## src/stair_params.svh

```systemverilog
// constants of the staircase trigger and bus parameter block
`ifndef STAIR_PARAMS_SVH
`define STAIR_PARAMS_SVH

// clock and time base
`define CLK_HZ 25000000
`define BASE_TIME_S 1
`define TICK_CYCLES (`CLK_HZ * `BASE_TIME_S)
`define SEC_PER_MIN 6'h3c
`define MIN_PER_HR 6'h3c

// register byte offsets
`define OFF_CTRL 8'h00
`define OFF_CFG_TF 8'h04
`define OFF_PAUSE 8'h08
`define OFF_STATUS 8'h0c
`define OFF_PARAMS 8'h10
`define OFF_CFG_THR 8'h14
`define OFF_CFG_RANGE 8'h18

// control register fields
`define CTRL_TF_OBJ 0
`define CTRL_RANGE_OBJ 1
`define CTRL_THR_OBJ 2
`define CTRL_RETRIG 3
`define CTRL_TRIG_OFF 4
`define CTRL_TRIG_PAUSE 5
`define CTRL_MTRIG_PAUSE 6
`define CTRL_BRIGHT_DEP 7
`define CTRL_INIT_READ 8
`define CTRL_INIT_BRIGHT 9
`define CTRL_BASE_LSB 10
`define CTRL_WIDTH 12

// status register fields
`define STAT_RUN 0
`define STAT_PAUSE 1
`define STAT_SW_ON 2
`define STAT_BUS_OK 3
`define STAT_DARK 4

// reset values
`define CTRL_RST 12'h008
`define TF_RST 8'h19
`define RANGE_RST 8'h80
`define THR_RST 16'h0100
`define PAUSE_RST 8'h00

`endif

```

## src/stair_pkg.sv

```systemverilog
// types shared by the staircase trigger block
`default_nettype none
package stair_pkg;
    typedef enum logic [1:0] {
        ST_IDLE = 2'b00,
        ST_RUN = 2'b01,
        ST_PAUSE = 2'b11
    } stair_state_e;

    typedef enum logic [1:0] {
        BASE_SEC = 2'b00,
        BASE_MIN = 2'b01,
        BASE_HR = 2'b10
    } time_base_e;

    typedef enum logic [1:0] {
        OBJ_TF = 2'b00,
        OBJ_RANGE = 2'b01,
        OBJ_THR = 2'b10
    } obj_sel_e;
endpackage : stair_pkg
`default_nettype wire

```

## src/param_if.sv

```systemverilog
// carrier between the top and the retained parameter store
`default_nettype none
interface param_if;
    logic wr_en;
    logic [1:0] wr_sel;
    logic [15:0] wr_data;
    logic [7:0] tf;
    logic [7:0] range;
    logic [15:0] thr;

    modport store (
        input wr_en, wr_sel, wr_data,
        output tf, range, thr
    );
    modport user (
        output wr_en, wr_sel, wr_data,
        input tf, range, thr
    );
endinterface : param_if
`default_nettype wire

```

## src/param_store.sv

```systemverilog
// retained storage for time factor, range and brightness threshold
`include "stair_params.svh"
`default_nettype none
module param_store import stair_pkg::*; (
    // clock and reset
    input wire logic pclk,
    input wire logic presetn,
    // parameter port
    param_if.store p
);
    logic [7:0] tf_ff;
    logic [7:0] range_ff;
    logic [15:0] thr_ff;

    // only power-on reset clears these; bus voltage loss does not
    always_ff @(posedge pclk or negedge presetn) begin
        if (!presetn) begin
            tf_ff <= `TF_RST;
        end else if (p.wr_en && p.wr_sel == OBJ_TF) begin
            tf_ff <= p.wr_data[7:0];
        end
    end

    always_ff @(posedge pclk or negedge presetn) begin
        if (!presetn) begin
            range_ff <= `RANGE_RST;
        end else if (p.wr_en && p.wr_sel == OBJ_RANGE) begin
            range_ff <= p.wr_data[7:0];
        end
    end

    always_ff @(posedge pclk or negedge presetn) begin
        if (!presetn) begin
            thr_ff <= `THR_RST;
        end else if (p.wr_en && p.wr_sel == OBJ_THR) begin
            thr_ff <= p.wr_data;
        end
    end

    assign p.tf = tf_ff;
    assign p.range = range_ff;
    assign p.thr = thr_ff;
endmodule : param_store
`default_nettype wire

```

## src/stair_trigger.sv

```systemverilog
// staircase timer with trigger inputs and bus-written parameters
//
// Implementation choices: the register offsets and register access over APB.
`include "stair_params.svh"
`default_nettype none
module stair_trigger import stair_pkg::*; #(
    parameter int TICK_CYCLES = `TICK_CYCLES
) (
    // apb slave
    input wire logic pclk,
    input wire logic presetn,
    input wire logic psel,
    input wire logic penable,
    input wire logic pwrite,
    input wire logic [7:0] paddr,
    input wire logic [31:0] pwdata,
    output logic [31:0] prdata,
    output logic pready,
    output logic pslverr,
    // bus object receive
    input wire logic obj_valid,
    input wire logic [1:0] obj_sel,
    input wire logic [15:0] obj_data,
    // trigger objects
    input wire logic trig_valid,
    input wire logic trig_value,
    input wire logic mtrig_valid,
    input wire logic mtrig_value,
    // local sensing
    input wire logic move_det,
    input wire logic [15:0] bright_meas,
    input wire logic bus_volt,
    // telegram requests
    output logic sw_on,
    output logic send_on,
    output logic send_off,
    output logic req_actual,
    output logic req_status,
    output logic send_bright,
    output logic [7:0] range_out
);
    localparam int PRE_W = 25;

    param_if prm ();

    param_store u_store (
        .pclk(pclk),
        .presetn(presetn),
        .p(prm)
    );

    logic [`CTRL_WIDTH-1:0] ctrl_ff;
    logic [7:0] pause_len_ff;
    logic pready_ff;
    logic pslverr_ff;
    logic [31:0] prdata_ff;
    logic volt_s1_ff;
    logic volt_s2_ff;
    logic volt_s3_ff;
    logic bus_ok_ff;
    logic [PRE_W-1:0] pre_ff;
    logic [5:0] sec_ff;
    logic [5:0] min_ff;
    logic sec_tick_ff;
    logic min_tick_ff;
    logic hr_tick_ff;
    stair_state_e st_ff;
    stair_state_e nxt_st;
    logic [7:0] tmr_ff;
    logic [7:0] pause_ff;
    logic sw_on_ff;
    logic send_on_ff;
    logic send_off_ff;
    logic req_actual_ff;
    logic req_status_ff;
    logic send_bright_ff;
    logic [7:0] range_out_ff;

    logic apb_wr;
    logic apb_rd;
    logic addr_ok;
    logic base_tick;
    logic dark;
    logic t_hit;
    logic m_hit;
    logic mv_hit;
    logic do_start;
    logic do_retrig;
    logic do_stop;
    logic expire;
    logic volt_rise;
    logic nxt_bus_ok;

    // apb access: one wait cycle, write lands with pready high
    assign apb_wr = psel && penable && pwrite && pready_ff;
    assign apb_rd = psel && penable && !pready_ff;

    always_comb begin
        if (paddr == `OFF_CTRL) begin
            addr_ok = 1'b1;
        end else if (paddr == `OFF_CFG_TF) begin
            addr_ok = 1'b1;
        end else if (paddr == `OFF_PAUSE) begin
            addr_ok = 1'b1;
        end else if (paddr == `OFF_STATUS) begin
            addr_ok = 1'b1;
        end else if (paddr == `OFF_PARAMS) begin
            addr_ok = 1'b1;
        end else if (paddr == `OFF_CFG_THR) begin
            addr_ok = 1'b1;
        end else if (paddr == `OFF_CFG_RANGE) begin
            addr_ok = 1'b1;
        end else begin
            addr_ok = 1'b0;
        end
    end

    always_ff @(posedge pclk or negedge presetn) begin
        if (!presetn) begin
            pready_ff <= 1'b0;
            pslverr_ff <= 1'b0;
        end else begin
            pready_ff <= psel && penable && !pready_ff;
            pslverr_ff <= psel && penable && !pready_ff && !addr_ok;
        end
    end

    always_ff @(posedge pclk or negedge presetn) begin
        if (!presetn) begin
            prdata_ff <= 32'h0000_0000;
        end else if (apb_rd) begin
            if (paddr == `OFF_CTRL) begin
                prdata_ff <= {20'h0_0000, ctrl_ff};
            end else if (paddr == `OFF_CFG_TF) begin
                prdata_ff <= {24'h00_0000, prm.tf};
            end else if (paddr == `OFF_PAUSE) begin
                prdata_ff <= {24'h00_0000, pause_len_ff};
            end else if (paddr == `OFF_STATUS) begin
                prdata_ff <= {16'h0000, tmr_ff, 3'h0, dark, bus_ok_ff,
                              sw_on_ff, st_ff == ST_PAUSE, st_ff == ST_RUN};
            end else if (paddr == `OFF_PARAMS) begin
                prdata_ff <= {prm.thr, prm.range, prm.tf};
            end else if (paddr == `OFF_CFG_THR) begin
                prdata_ff <= {16'h0000, prm.thr};
            end else if (paddr == `OFF_CFG_RANGE) begin
                prdata_ff <= {24'h00_0000, prm.range};
            end else begin
                prdata_ff <= 32'h0000_0000;
            end
        end
    end

    always_ff @(posedge pclk or negedge presetn) begin
        if (!presetn) begin
            ctrl_ff <= `CTRL_RST;
        end else if (apb_wr && paddr == `OFF_CTRL) begin
            ctrl_ff <= pwdata[`CTRL_WIDTH-1:0];
        end
    end

    always_ff @(posedge pclk or negedge presetn) begin
        if (!presetn) begin
            pause_len_ff <= `PAUSE_RST;
        end else if (apb_wr && paddr == `OFF_PAUSE) begin
            pause_len_ff <= pwdata[7:0];
        end
    end

    // parameter store write: software setup first, else bus object
    always_comb begin
        prm.wr_en = 1'b0;
        prm.wr_sel = OBJ_TF;
        prm.wr_data = 16'h0000;
        if (apb_wr && paddr == `OFF_CFG_TF) begin
            prm.wr_en = 1'b1;
            prm.wr_sel = OBJ_TF;
            prm.wr_data = {8'h00, pwdata[7:0]};
        end else if (apb_wr && paddr == `OFF_CFG_RANGE) begin
            prm.wr_en = 1'b1;
            prm.wr_sel = OBJ_RANGE;
            prm.wr_data = {8'h00, pwdata[7:0]};
        end else if (apb_wr && paddr == `OFF_CFG_THR) begin
            prm.wr_en = 1'b1;
            prm.wr_sel = OBJ_THR;
            prm.wr_data = pwdata[15:0];
        end else if (obj_valid && bus_ok_ff) begin
            prm.wr_sel = obj_sel;
            prm.wr_data = obj_data;
            if (obj_sel == OBJ_TF) begin
                prm.wr_en = ctrl_ff[`CTRL_TF_OBJ];
                prm.wr_data = {8'h00, obj_data[7:0]};
            end else if (obj_sel == OBJ_RANGE) begin
                prm.wr_en = ctrl_ff[`CTRL_RANGE_OBJ];
                prm.wr_data = {8'h00, obj_data[7:0]};
            end else if (obj_sel == OBJ_THR) begin
                prm.wr_en = ctrl_ff[`CTRL_THR_OBJ];
            end
        end
    end

    // one range value feeds every sensor channel
    always_ff @(posedge pclk or negedge presetn) begin
        if (!presetn) begin
            range_out_ff <= `RANGE_RST;
        end else begin
            range_out_ff <= prm.range;
        end
    end

    // bus voltage pin synchroniser
    always_ff @(posedge pclk or negedge presetn) begin
        if (!presetn) begin
            volt_s1_ff <= 1'b0;
            volt_s2_ff <= 1'b0;
            volt_s3_ff <= 1'b0;
        end else begin
            volt_s1_ff <= bus_volt;
            volt_s2_ff <= volt_s1_ff;
            volt_s3_ff <= volt_s2_ff;
        end
    end

    always_comb begin
        nxt_bus_ok = bus_ok_ff;
        if (volt_s2_ff == volt_s3_ff) begin
            nxt_bus_ok = volt_s3_ff;
        end
    end

    assign volt_rise = nxt_bus_ok && !bus_ok_ff;

    always_ff @(posedge pclk or negedge presetn) begin
        if (!presetn) begin
            bus_ok_ff <= 1'b0;
        end else begin
            bus_ok_ff <= nxt_bus_ok;
        end
    end

    // bus voltage return telegrams; failure sends nothing
    always_ff @(posedge pclk or negedge presetn) begin
        if (!presetn) begin
            req_actual_ff <= 1'b0;
            req_status_ff <= 1'b0;
            send_bright_ff <= 1'b0;
        end else begin
            req_actual_ff <= volt_rise && ctrl_ff[`CTRL_INIT_READ];
            req_status_ff <= volt_rise && ctrl_ff[`CTRL_INIT_READ];
            send_bright_ff <= volt_rise && ctrl_ff[`CTRL_INIT_BRIGHT];
        end
    end

    // time base: seconds prescaler, minutes and hours
    always_ff @(posedge pclk or negedge presetn) begin
        if (!presetn) begin
            pre_ff <= '0;
            sec_tick_ff <= 1'b0;
        end else if (pre_ff == PRE_W'(TICK_CYCLES - 1)) begin
            pre_ff <= '0;
            sec_tick_ff <= 1'b1;
        end else begin
            pre_ff <= pre_ff + 1'b1;
            sec_tick_ff <= 1'b0;
        end
    end

    always_ff @(posedge pclk or negedge presetn) begin
        if (!presetn) begin
            sec_ff <= 6'h00;
            min_ff <= 6'h00;
            min_tick_ff <= 1'b0;
            hr_tick_ff <= 1'b0;
        end else begin
            min_tick_ff <= 1'b0;
            hr_tick_ff <= 1'b0;
            if (sec_tick_ff) begin
                if (sec_ff == `SEC_PER_MIN - 6'h01) begin
                    sec_ff <= 6'h00;
                    min_tick_ff <= 1'b1;
                    if (min_ff == `MIN_PER_HR - 6'h01) begin
                        min_ff <= 6'h00;
                        hr_tick_ff <= 1'b1;
                    end else begin
                        min_ff <= min_ff + 6'h01;
                    end
                end else begin
                    sec_ff <= sec_ff + 6'h01;
                end
            end
        end
    end

    always_comb begin
        case (time_base_e'(ctrl_ff[`CTRL_BASE_LSB +: 2]))
            BASE_MIN: base_tick = min_tick_ff;
            BASE_HR: base_tick = hr_tick_ff;
            default: base_tick = sec_tick_ff;
        endcase
    end

    // trigger decisions; only timer expiry and safety pause expiry act while bus voltage is absent
    assign dark = bright_meas < prm.thr;

    always_comb begin
        t_hit = bus_ok_ff && trig_valid && trig_value &&
                !(st_ff == ST_PAUSE && ctrl_ff[`CTRL_TRIG_PAUSE]);
        m_hit = bus_ok_ff && mtrig_valid && mtrig_value &&
                !(st_ff == ST_PAUSE && ctrl_ff[`CTRL_MTRIG_PAUSE]);
        mv_hit = bus_ok_ff && move_det && st_ff != ST_PAUSE;
        do_stop = bus_ok_ff && trig_valid && !trig_value &&
                  ctrl_ff[`CTRL_TRIG_OFF] && st_ff == ST_RUN;
        do_start = st_ff != ST_RUN && (t_hit ||
                   ((m_hit || mv_hit) &&
                    (!ctrl_ff[`CTRL_BRIGHT_DEP] || dark)));
        do_retrig = st_ff == ST_RUN && sw_on_ff &&
                    ctrl_ff[`CTRL_RETRIG] && (t_hit || m_hit || mv_hit);
        expire = st_ff == ST_RUN && base_tick && tmr_ff <= 8'h01;
    end

    always_comb begin
        nxt_st = st_ff;
        case (st_ff)
            ST_IDLE: begin
                if (do_start) begin
                    nxt_st = ST_RUN;
                end
            end
            ST_RUN: begin
                if (do_stop || (expire && !do_retrig)) begin
                    nxt_st = (pause_len_ff == 8'h00) ? ST_IDLE : ST_PAUSE;
                end
            end
            ST_PAUSE: begin
                if (do_start) begin
                    nxt_st = ST_RUN;
                end else if (sec_tick_ff && pause_ff <= 8'h01) begin
                    nxt_st = ST_IDLE;
                end
            end
            default: nxt_st = ST_IDLE;
        endcase
    end

    always_ff @(posedge pclk or negedge presetn) begin
        if (!presetn) begin
            st_ff <= ST_IDLE;
        end else begin
            st_ff <= nxt_st;
        end
    end

    // staircase timer counts base units of the active factor
    always_ff @(posedge pclk or negedge presetn) begin
        if (!presetn) begin
            tmr_ff <= 8'h00;
        end else if (do_start || (do_retrig && !do_stop)) begin
            tmr_ff <= prm.tf;
        end else if (nxt_st != ST_RUN) begin
            tmr_ff <= 8'h00;
        end else if (base_tick && tmr_ff != 8'h00) begin
            tmr_ff <= tmr_ff - 8'h01;
        end
    end

    // safety pause counts seconds after the timer ends
    always_ff @(posedge pclk or negedge presetn) begin
        if (!presetn) begin
            pause_ff <= 8'h00;
        end else if (st_ff == ST_RUN && nxt_st == ST_PAUSE) begin
            pause_ff <= pause_len_ff;
        end else if (st_ff == ST_PAUSE && sec_tick_ff && pause_ff != 8'h00) begin
            pause_ff <= pause_ff - 8'h01;
        end
    end

    // actuator commands
    always_ff @(posedge pclk or negedge presetn) begin
        if (!presetn) begin
            sw_on_ff <= 1'b0;
            send_on_ff <= 1'b0;
            send_off_ff <= 1'b0;
        end else begin
            send_on_ff <= do_start;
            send_off_ff <= st_ff == ST_RUN && nxt_st != ST_RUN;
            if (do_start) begin
                sw_on_ff <= 1'b1;
            end else if (st_ff == ST_RUN && nxt_st != ST_RUN) begin
                sw_on_ff <= 1'b0;
            end
        end
    end

    assign prdata = prdata_ff;
    assign pready = pready_ff;
    assign pslverr = pslverr_ff;
    assign sw_on = sw_on_ff;
    assign send_on = send_on_ff;
    assign send_off = send_off_ff;
    assign req_actual = req_actual_ff;
    assign req_status = req_status_ff;
    assign send_bright = send_bright_ff;
    assign range_out = range_out_ff;
endmodule : stair_trigger
`default_nettype wire

```

## config.mk

```make
export PLATFORM = sky130hd
export DESIGN_NAME = stair_trigger
export DESIGN_NICKNAME = d
export VERILOG_FILES = /design/src/stair_pkg.sv /design/src/param_if.sv /design/src/param_store.sv /design/src/stair_trigger.sv
export VERILOG_INCLUDE_DIRS = /design/src /design/src/src
export SDC_FILE = /design/constraint.sdc
export NUM_CORES = 1
export LEC_CHECK = 0
export ABC_CLOCK_PERIOD_IN_PS = 3400
export BUFFER_PORTS_ARGS = -buffer_cell sky130_fd_sc_hd__buf_4
export CAP_MARGIN = 20
export CORE_MARGIN = 1.5
export CORE_UTILIZATION = 30
export CTS_CLUSTER_DIAMETER = 60
export DETAILED_ROUTE_END_ITERATION = 6
export PLACE_DENSITY_LB_ADDON = 0.1
export SLEW_MARGIN = 30
export SYNTH_ARGS = -nofsm -noshare
export SYNTH_HDL_FRONTEND = slang
export SYNTH_SLANG_ARGS = --single-unit
```

## constraint.sdc

```tcl
create_clock -name pclk -period 3.4 [get_ports pclk]
set_input_delay 0.17 -clock pclk [delete_from_list [all_inputs] [get_ports pclk]]
set_output_delay 0.17 -clock pclk [all_outputs]
set_load 0.02 [all_outputs]
```

**Word level (Yosys, flattened, before mapping)**

Index checks and enable logic that the tools add are counted.

- Word-level logic and storage cells: 184
- Register bits: 161
- Input bits: 86
- Output and inout bits: 48

- Eq/ne operators: 22
- Reduce and logical (&&, ||, !) cells: 72
- Muxes and demuxes: 55
- Order comparisons: 3
- Add/subtract/negate cells: 5

Operator list:

| kind | number |
|---|---|
| 32-bit 2-to-1 mux | 5 |
| 16-bit 2-to-1 mux | 7 |
| 8-bit 2-to-1 mux | 6 |
| 1-bit logical AND | 45 |
| 25-bit by 1-bit adder with 25-bit output (second input constant) | 1 |
| 25-bit equality test (second input constant) | 1 |
| 25-bit 2-to-1 mux | 1 |
| 8-bit by 5-bit equality test with 1-bit output (second input constant) | 3 |
| 1-bit 2-to-1 mux | 23 |
| 2-bit 2-to-1 mux | 9 |
| 8-bit by 4-bit equality test with 1-bit output (second input constant) | 2 |
| 8-bit by 1-bit <= comparator with 1-bit output (second input constant) | 2 |
| 8-bit logical NOT | 2 |
| 16-bit < comparator | 1 |
| 8-bit nonzero test | 2 |
| 8-bit by 1-bit subtractor with 8-bit output (second input constant) | 2 |
| 6-bit by 1-bit adder with 6-bit output (second input constant) | 2 |
| 6-bit equality test (second input constant) | 2 |
| 6-bit 2-to-1 mux | 2 |
| 2-bit equality test (second input constant) | 5 |
| 1-bit logical NOT | 9 |
| 2-bit by 1-bit equality test with 1-bit output (second input constant) | 4 |
| 8-bit by 3-bit equality test with 1-bit output (second input constant) | 1 |
| 1-bit logical OR | 7 |
| other kinds (9) | 13 |

**Logic depth before layout (Yosys ltp)**

- Depth after elaboration: 16
- Depth in mapped cells: 9
- Gate-level depth less buffers: 8

**Modules after synthesis**

From an unflattened synthesis, not the netlist that was laid out.

- Cell total of the unflattened synthesis: 791
- Area, all modules: 8018.9 µm²

Modules (own cells, without submodules):

| module | area each (µm²) | cells each | times used |
|---|---|---|---|
| stair_trigger | 6790.3 | 723 | 1 |
| param_store | 1228.7 | 68 | 1 |

**Worst setup path before layout**

No wires, ideal clock.

- Path type: input port to flip-flop
- From: input port paddr[1]
- To: register u_store.range_ff[0] (netlist: u_store.p.range[0])
- Required time: 3.275 ns
- Buffers on the path: 2
- Data arrival time: 2.229 ns
- Cell stages on the path: 8
- Setup slack: 1.046 ns
- Path through: or4_4 > buf_6 > or4_4 > a21o_1 > o21ai_2 > nor2b_2 > buf_6 > mux2_4

- Cells in the longest elaborated chain, start to end: 7
- Elaborated cells on any way between the ends: 17
- Classes of those cells: 4 x eq/ne; 9 x mux; 4 x reduce/logical

RTL lines:

| what | RTL line | source |
|---|---|---|
| from (decl) | stair_trigger.sv:15 | `input wire logic [7:0] paddr,` |
| 8-bit by 5-bit equality test with 1-bit output (no line) | n/a |  |
| 1-bit logical AND (no line) | n/a |  |
| 2-bit 2-to-1 mux | stair_trigger.sv:182 | `` end else if (apb_wr && paddr == `OFF_CFG_THR) begin `` |
| 2-bit 2-to-1 mux | stair_trigger.sv:178 | `` end else if (apb_wr && paddr == `OFF_CFG_RANGE) begin `` |
| 2-bit 2-to-1 mux | stair_trigger.sv:174 | `` if (apb_wr && paddr == `OFF_CFG_TF) begin `` |
| 2-bit by 1-bit equality test with 1-bit output | param_store.sv:27 | `end else if (p.wr_en && p.wr_sel == OBJ_RANGE) begin` |
| 1-bit logical AND | param_store.sv:27 |  |
| to (signal assigned) | param_store.sv:26 | `` range_ff <= `RANGE_RST; `` |
| to (signal assigned) | param_store.sv:28 | `range_ff <= p.wr_data[7:0];` |
| to (decl) | param_store.sv:12 | `logic [7:0] range_ff;` |

Several ways; a longest one is shown, not always the timed one.
A chain may end at the register's enable or synchronous reset.

**Final worst setup path**

- From: register u_store.thr_ff[3] (netlist: u_store.p.thr[3])
- To: register tmr_ff[4]

- Cells in the longest elaborated chain, start to end: 10
- Elaborated cells on any way between the ends: 13
- Classes of those cells: 1 x order compare; 1 x eq/ne; 5 x mux; 6 x reduce/logical

RTL lines:

| what | RTL line | source |
|---|---|---|
| from (decl) | param_store.sv:13 | `logic [15:0] thr_ff;` |
| from (signal assigned) | param_store.sv:34 | `` thr_ff <= `THR_RST; `` |
| from (signal assigned) | param_store.sv:36 | `thr_ff <= p.wr_data;` |
| 16-bit < comparator * | stair_trigger.sv:302 | `assign dark = bright_meas < prm.thr;` |
| 1-bit logical OR * | stair_trigger.sv:314 | `` (!ctrl_ff[`CTRL_BRIGHT_DEP] \|\| dark))); `` |
| 1-bit logical AND * | stair_trigger.sv:313 | `((m_hit \|\| mv_hit) &&` |
| 1-bit logical OR * | stair_trigger.sv:312 | `do_start = st_ff != ST_RUN && (t_hit \|\|` |
| 1-bit logical AND * | stair_trigger.sv:312 |  |
| 2-bit 2-to-1 mux (on tied branches) | stair_trigger.sv:334, stair_trigger.sv:324 |  |
| 2-bit one-hot mux with 3 select lines | stair_trigger.sv:322 | `case (st_ff)` |
| 2-bit by 1-bit inequality test with 1-bit output | stair_trigger.sv:358 | `end else if (nxt_st != ST_RUN) begin` |
| 8-bit 2-to-1 mux | stair_trigger.sv:358 |  |
| 8-bit 2-to-1 mux | stair_trigger.sv:356 | `end else if (do_start \|\| (do_retrig && !do_stop)) begin` |
| to (signal assigned) | stair_trigger.sv:357 | `tmr_ff <= prm.tf;` |
| to (signal assigned) | stair_trigger.sv:361 | `tmr_ff <= tmr_ff - 8'h01;` |
| to (decl) | stair_trigger.sv:69 | `logic [7:0] tmr_ff;` |

Every way passes the cells marked *; elsewhere a longest branch is shown, timed or not.

==> run_results.csv <==
group,metric,value,unit
status,status,"complete, no violations",
clocking,clockBufferDepth,2,
detailed_routing,drt_wl_total,24.4,mm
sta,rsz0062_at_grt,"false",
sta,slew_viol_final,0,
sta,fin_crit,2670,ps
logic_synthesis,synthCells,808,
detailed_routing,post-route-drc-count,0,
detailed_routing,vias,6434,
sta,hold_violations,0,
floorplanning,initial_core_util,0.305,
min_path,hold_path_class,"input pin to register",
sta,setup_tns,0,ps
logic_synthesis,async_flop_share,1.00,
sta,clock.fmax,0.374,GHz
grt,antenna_found_initial,0,
logic_synthesis,synth_edf_count,0,
floorplanning,row_count,60,
sta,setup_violations,0,
power,p_leak,0.00463,µW
power,p_per_area,410,mW/mm²
clocking,cts_resized,0,
placed_design,place_congestion,0.793,
clocking,cts_num_sinks,161,
min_path,hold_path_depth,2,
logic_synthesis,syn_area,0.00822,mm²
detailed_routing,avgRoutedWirePerCell,18.9,µm
setup_path,worst_ep_arrival_time,2990,ps
min_path,worstHoldStart,"pwdata[7]",
detailed_routing,vias_per_cell,5.00,
setup_path,rr_worst_depth,9,
placed_design,port_buffers,117,
clocking,htreeDepth,4,
floorplanning,die-area,0.0284,mm²
sta,slew_headroom,0.362,
logic_synthesis,ys_ff_latch,161,
setup_path,critPathKind,"register to register",
logic_synthesis,synth-main-ff-cell,"dfrtp_1",
setup_path,r2r_setup_slack,730,ps
job,maxCapViolCount,0,
logic_synthesis,syn_avg_cell_area,10.2,µm²
clocking,post-cts-setup-buffer-count,0,
floorplanning,die_w,169,µm
setup_path,crit_path_start_kind,"register",
finish,syn_to_final_growth,23.7,%
detailed_routing,drt_first_pass_iters,6,
finish,n_antenna_cell,0,
detailed_routing,drtAntennaViolNets,0,
floorplanning,top_level_ports,134,
finish,drive_above_1_share,0.246,
setup_path,worstPathMaxFanout,11,
finish,stdcell_count,1287,
detailed_routing,drt_iter0_drc,392,
grt,track_usage,0.177,
setup_path,r2r-start,"u_store.p.thr[3]",
clocking,cts_root_buffer,"clkbuf_16",
clocking,path_clk_slew,70,ps
finish,fin_nets,1043,
logic_synthesis,synth_nets,918,
min_path,whs_endpoint,"pause_len_ff[7]",
sta,worst_pin_slew,947,ps
setup_path,cp-end-kind,"register",
setup_path,cp_data_required_time,3720,ps
placed_design,place.detailed.hpwl,18.3,mm
grt,grt_pass1_vias,6373,
power,ir_worst_vdd,0.000189,V
logic_synthesis,synth_cell_type_count,70,
setup_path,startpoint,"u_store.p.thr[3]",
sta,fin_skew,14.6,ps
floorplanning,core,0.0270,mm²
grt,grt_max_degree,81,
power,finalPower,4170,µW
grt,gr-total-overflow,0,
clocking,clock_latency,430,ps
sta,finalCritPeriodShare,0.786,
grt,grt_pass1_wl,37.9,mm
logic_synthesis,yosysSeqAreaShare,0.491,
clocking,ctsHoldBuffers,10,
logic_synthesis,yosysWarningCount,0,
placed_design,place_inst,1245,
clocking,cts_tree,"yes",
clocking,cts_buffers,17,
floorplanning,die_h,169,µm
setup_path,r2r_end,"tmr_ff[4]",
## kinds of logic (layout without fill, tap and decap cells)
group | Yosys count | count (layout) | share of synthesized area
compound gates | 177 | 177 | 0.148
buf+inv | 69 | 207 | 0.0347
xor+xnor | 38 | 38 | 0.0405
flops | 161 | 161 | 0.491
mux | 56 | 56 | 0.0799
fa+ha+maj | 25 | 25 | 0.0378
simple gates | 282 | 282 | 0.168
## flip-flops by register name, summed over array words and instances, names as in the netlist, 2 cells and up
signal / cells
prdata: 32
sec_ff: 6
pause_ff: 8
ctrl_ff: 12
range_out: 8
tmr_ff: 8
pause_len_ff: 8
st_ff: 2
u_store.p.range: 8
u_store.p.tf: 8
u_store.p.thr: 16
min_ff: 6
pre_ff: 25
## cell usage after synthesis, types with 5 or more instances
library cell | n | area, µm²
a21oi_1 | 40 | 200
a221oi_1 | 6 | 52.6
a22o_1 | 17 | 149
a22oi_1 | 10 | 75.1
a31oi_1 | 6 | 37.5
and2_1 | 8 | 50.1
and3_1 | 9 | 56.3
clkbuf_1 | 23 | 86.3
dfrtp_1 | 154 | 3850
dfstp_2 | 7 | 184
ha_1 | 24 | 300
inv_1 | 34 | 128
mux2_2 | 35 | 394
mux2_4 | 8 | 120
mux2i_1 | 12 | 120
nand2_1 | 93 | 349
nand2b_1 | 8 | 50.1
nand3_1 | 18 | 90.1
nand4_1 | 12 | 75.1
nor2_1 | 73 | 274
nor2b_1 | 7 | 43.8
nor3_1 | 11 | 55.1
nor4_1 | 9 | 56.3
o211ai_1 | 9 | 67.6
o21ai_0 | 41 | 205
o221ai_1 | 6 | 52.6
o31ai_1 | 12 | 90.1
or2_2 | 5 | 31.3
or3_1 | 7 | 43.8
xnor2_1 | 22 | 193
xor2_1 | 16 | 140
## worst max-delay path, cell delays in order, from the launching register on
cell,delay (ps)
dfrtp_1,430
inv_1,80
ha_1,270
nor2_1,30
or3_1,360
o221ai_1,370
a22oi_1,230
buf_4,230
o21a_1,290
o31ai_1,280
## final cells by class
| class | instances | area, µm² |
|---|---|---|
| Fill cell | 2753 | 16800 |
| Sequential cell | 161 | 4040 |
| Clock inverter | 12 | 123 |
| Timing Repair Buffer | 140 | 1090 |
| Tap cell | 341 | 427 |
| Multi-Input combinational cell | 578 | 3910 |
| Clock buffer | 20 | 447 |
| Inverter | 35 | 131 |
## metrics by stage
stage | worst slack [ps] | instance area [µm²] | util | hold slack [ps]
after global placement | 586 | 9500 | 0.352 | 147
after CTS | 692 | 10200 | 0.377 | 5.10
after global routing | 527 | 10200 | 0.377 | 10.1
final | 729 | 10200 | 0.377 | 18.3
after floorplan | 1050 | 8220 | - | -126
after detailed placement | 559 | 9500 | 0.352 | 148
## worst max-delay path by stage
stage,endpoint
after floorplan,u_store.p.range[0]
after global placement,ctrl_ff[4]
after detailed placement,ctrl_ff[1]
after CTS,tmr_ff[4]
after global routing,tmr_ff[1]
final,tmr_ff[4]
## routing by layer
layer  share of wire  GRT usage  vias to the layer above  routed length, µm
li1                -          -                     3159                  -
met1            0.50      0.248                     3100              12100
met2            0.45      0.276                      151              10900
met3           0.037     0.0353                       24                901
met4           0.019     0.0559                        0                475
met5               0          0                        -                  0
## cell usage in the layout (no fill, tap or decap), types with 4 or more instances in the layout
cell	n
a31oi_1	6
a22o_1	17
nor2_1	73
dlygate4sd3_1	10
nand2_1	93
a221oi_1	6
o21ai_0	40
a21o_1	4
a22oi_1	10
o221ai_1	6
dfstp_2	7
a21oi_1	40
inv_6	6
nand3_1	18
nor4_1	9
dfrtp_1	154
mux2_4	8
nor3_1	11
o211ai_1	9
xor2_1	16
nor2b_1	7
or2_2	5
or3_1	7
nand4_1	12
mux2i_1	12
buf_4	128
o22ai_1	4
and2_1	8
xnor2_1	22
inv_1	34
nand2b_1	8
o31ai_1	12
and3_1	9
ha_1	24
mux2_2	35
a222oi_1	4
clkbuf_16	17
## power breakdown
group	switching, µW	total, µW	leakage, µW	internal (µW)
clock network	842	1890	0.000269	1040
logic	191	320	0.00224	129
registers	24.0	1960	0.00212	1940
Power figures use the tool's default switching activity.
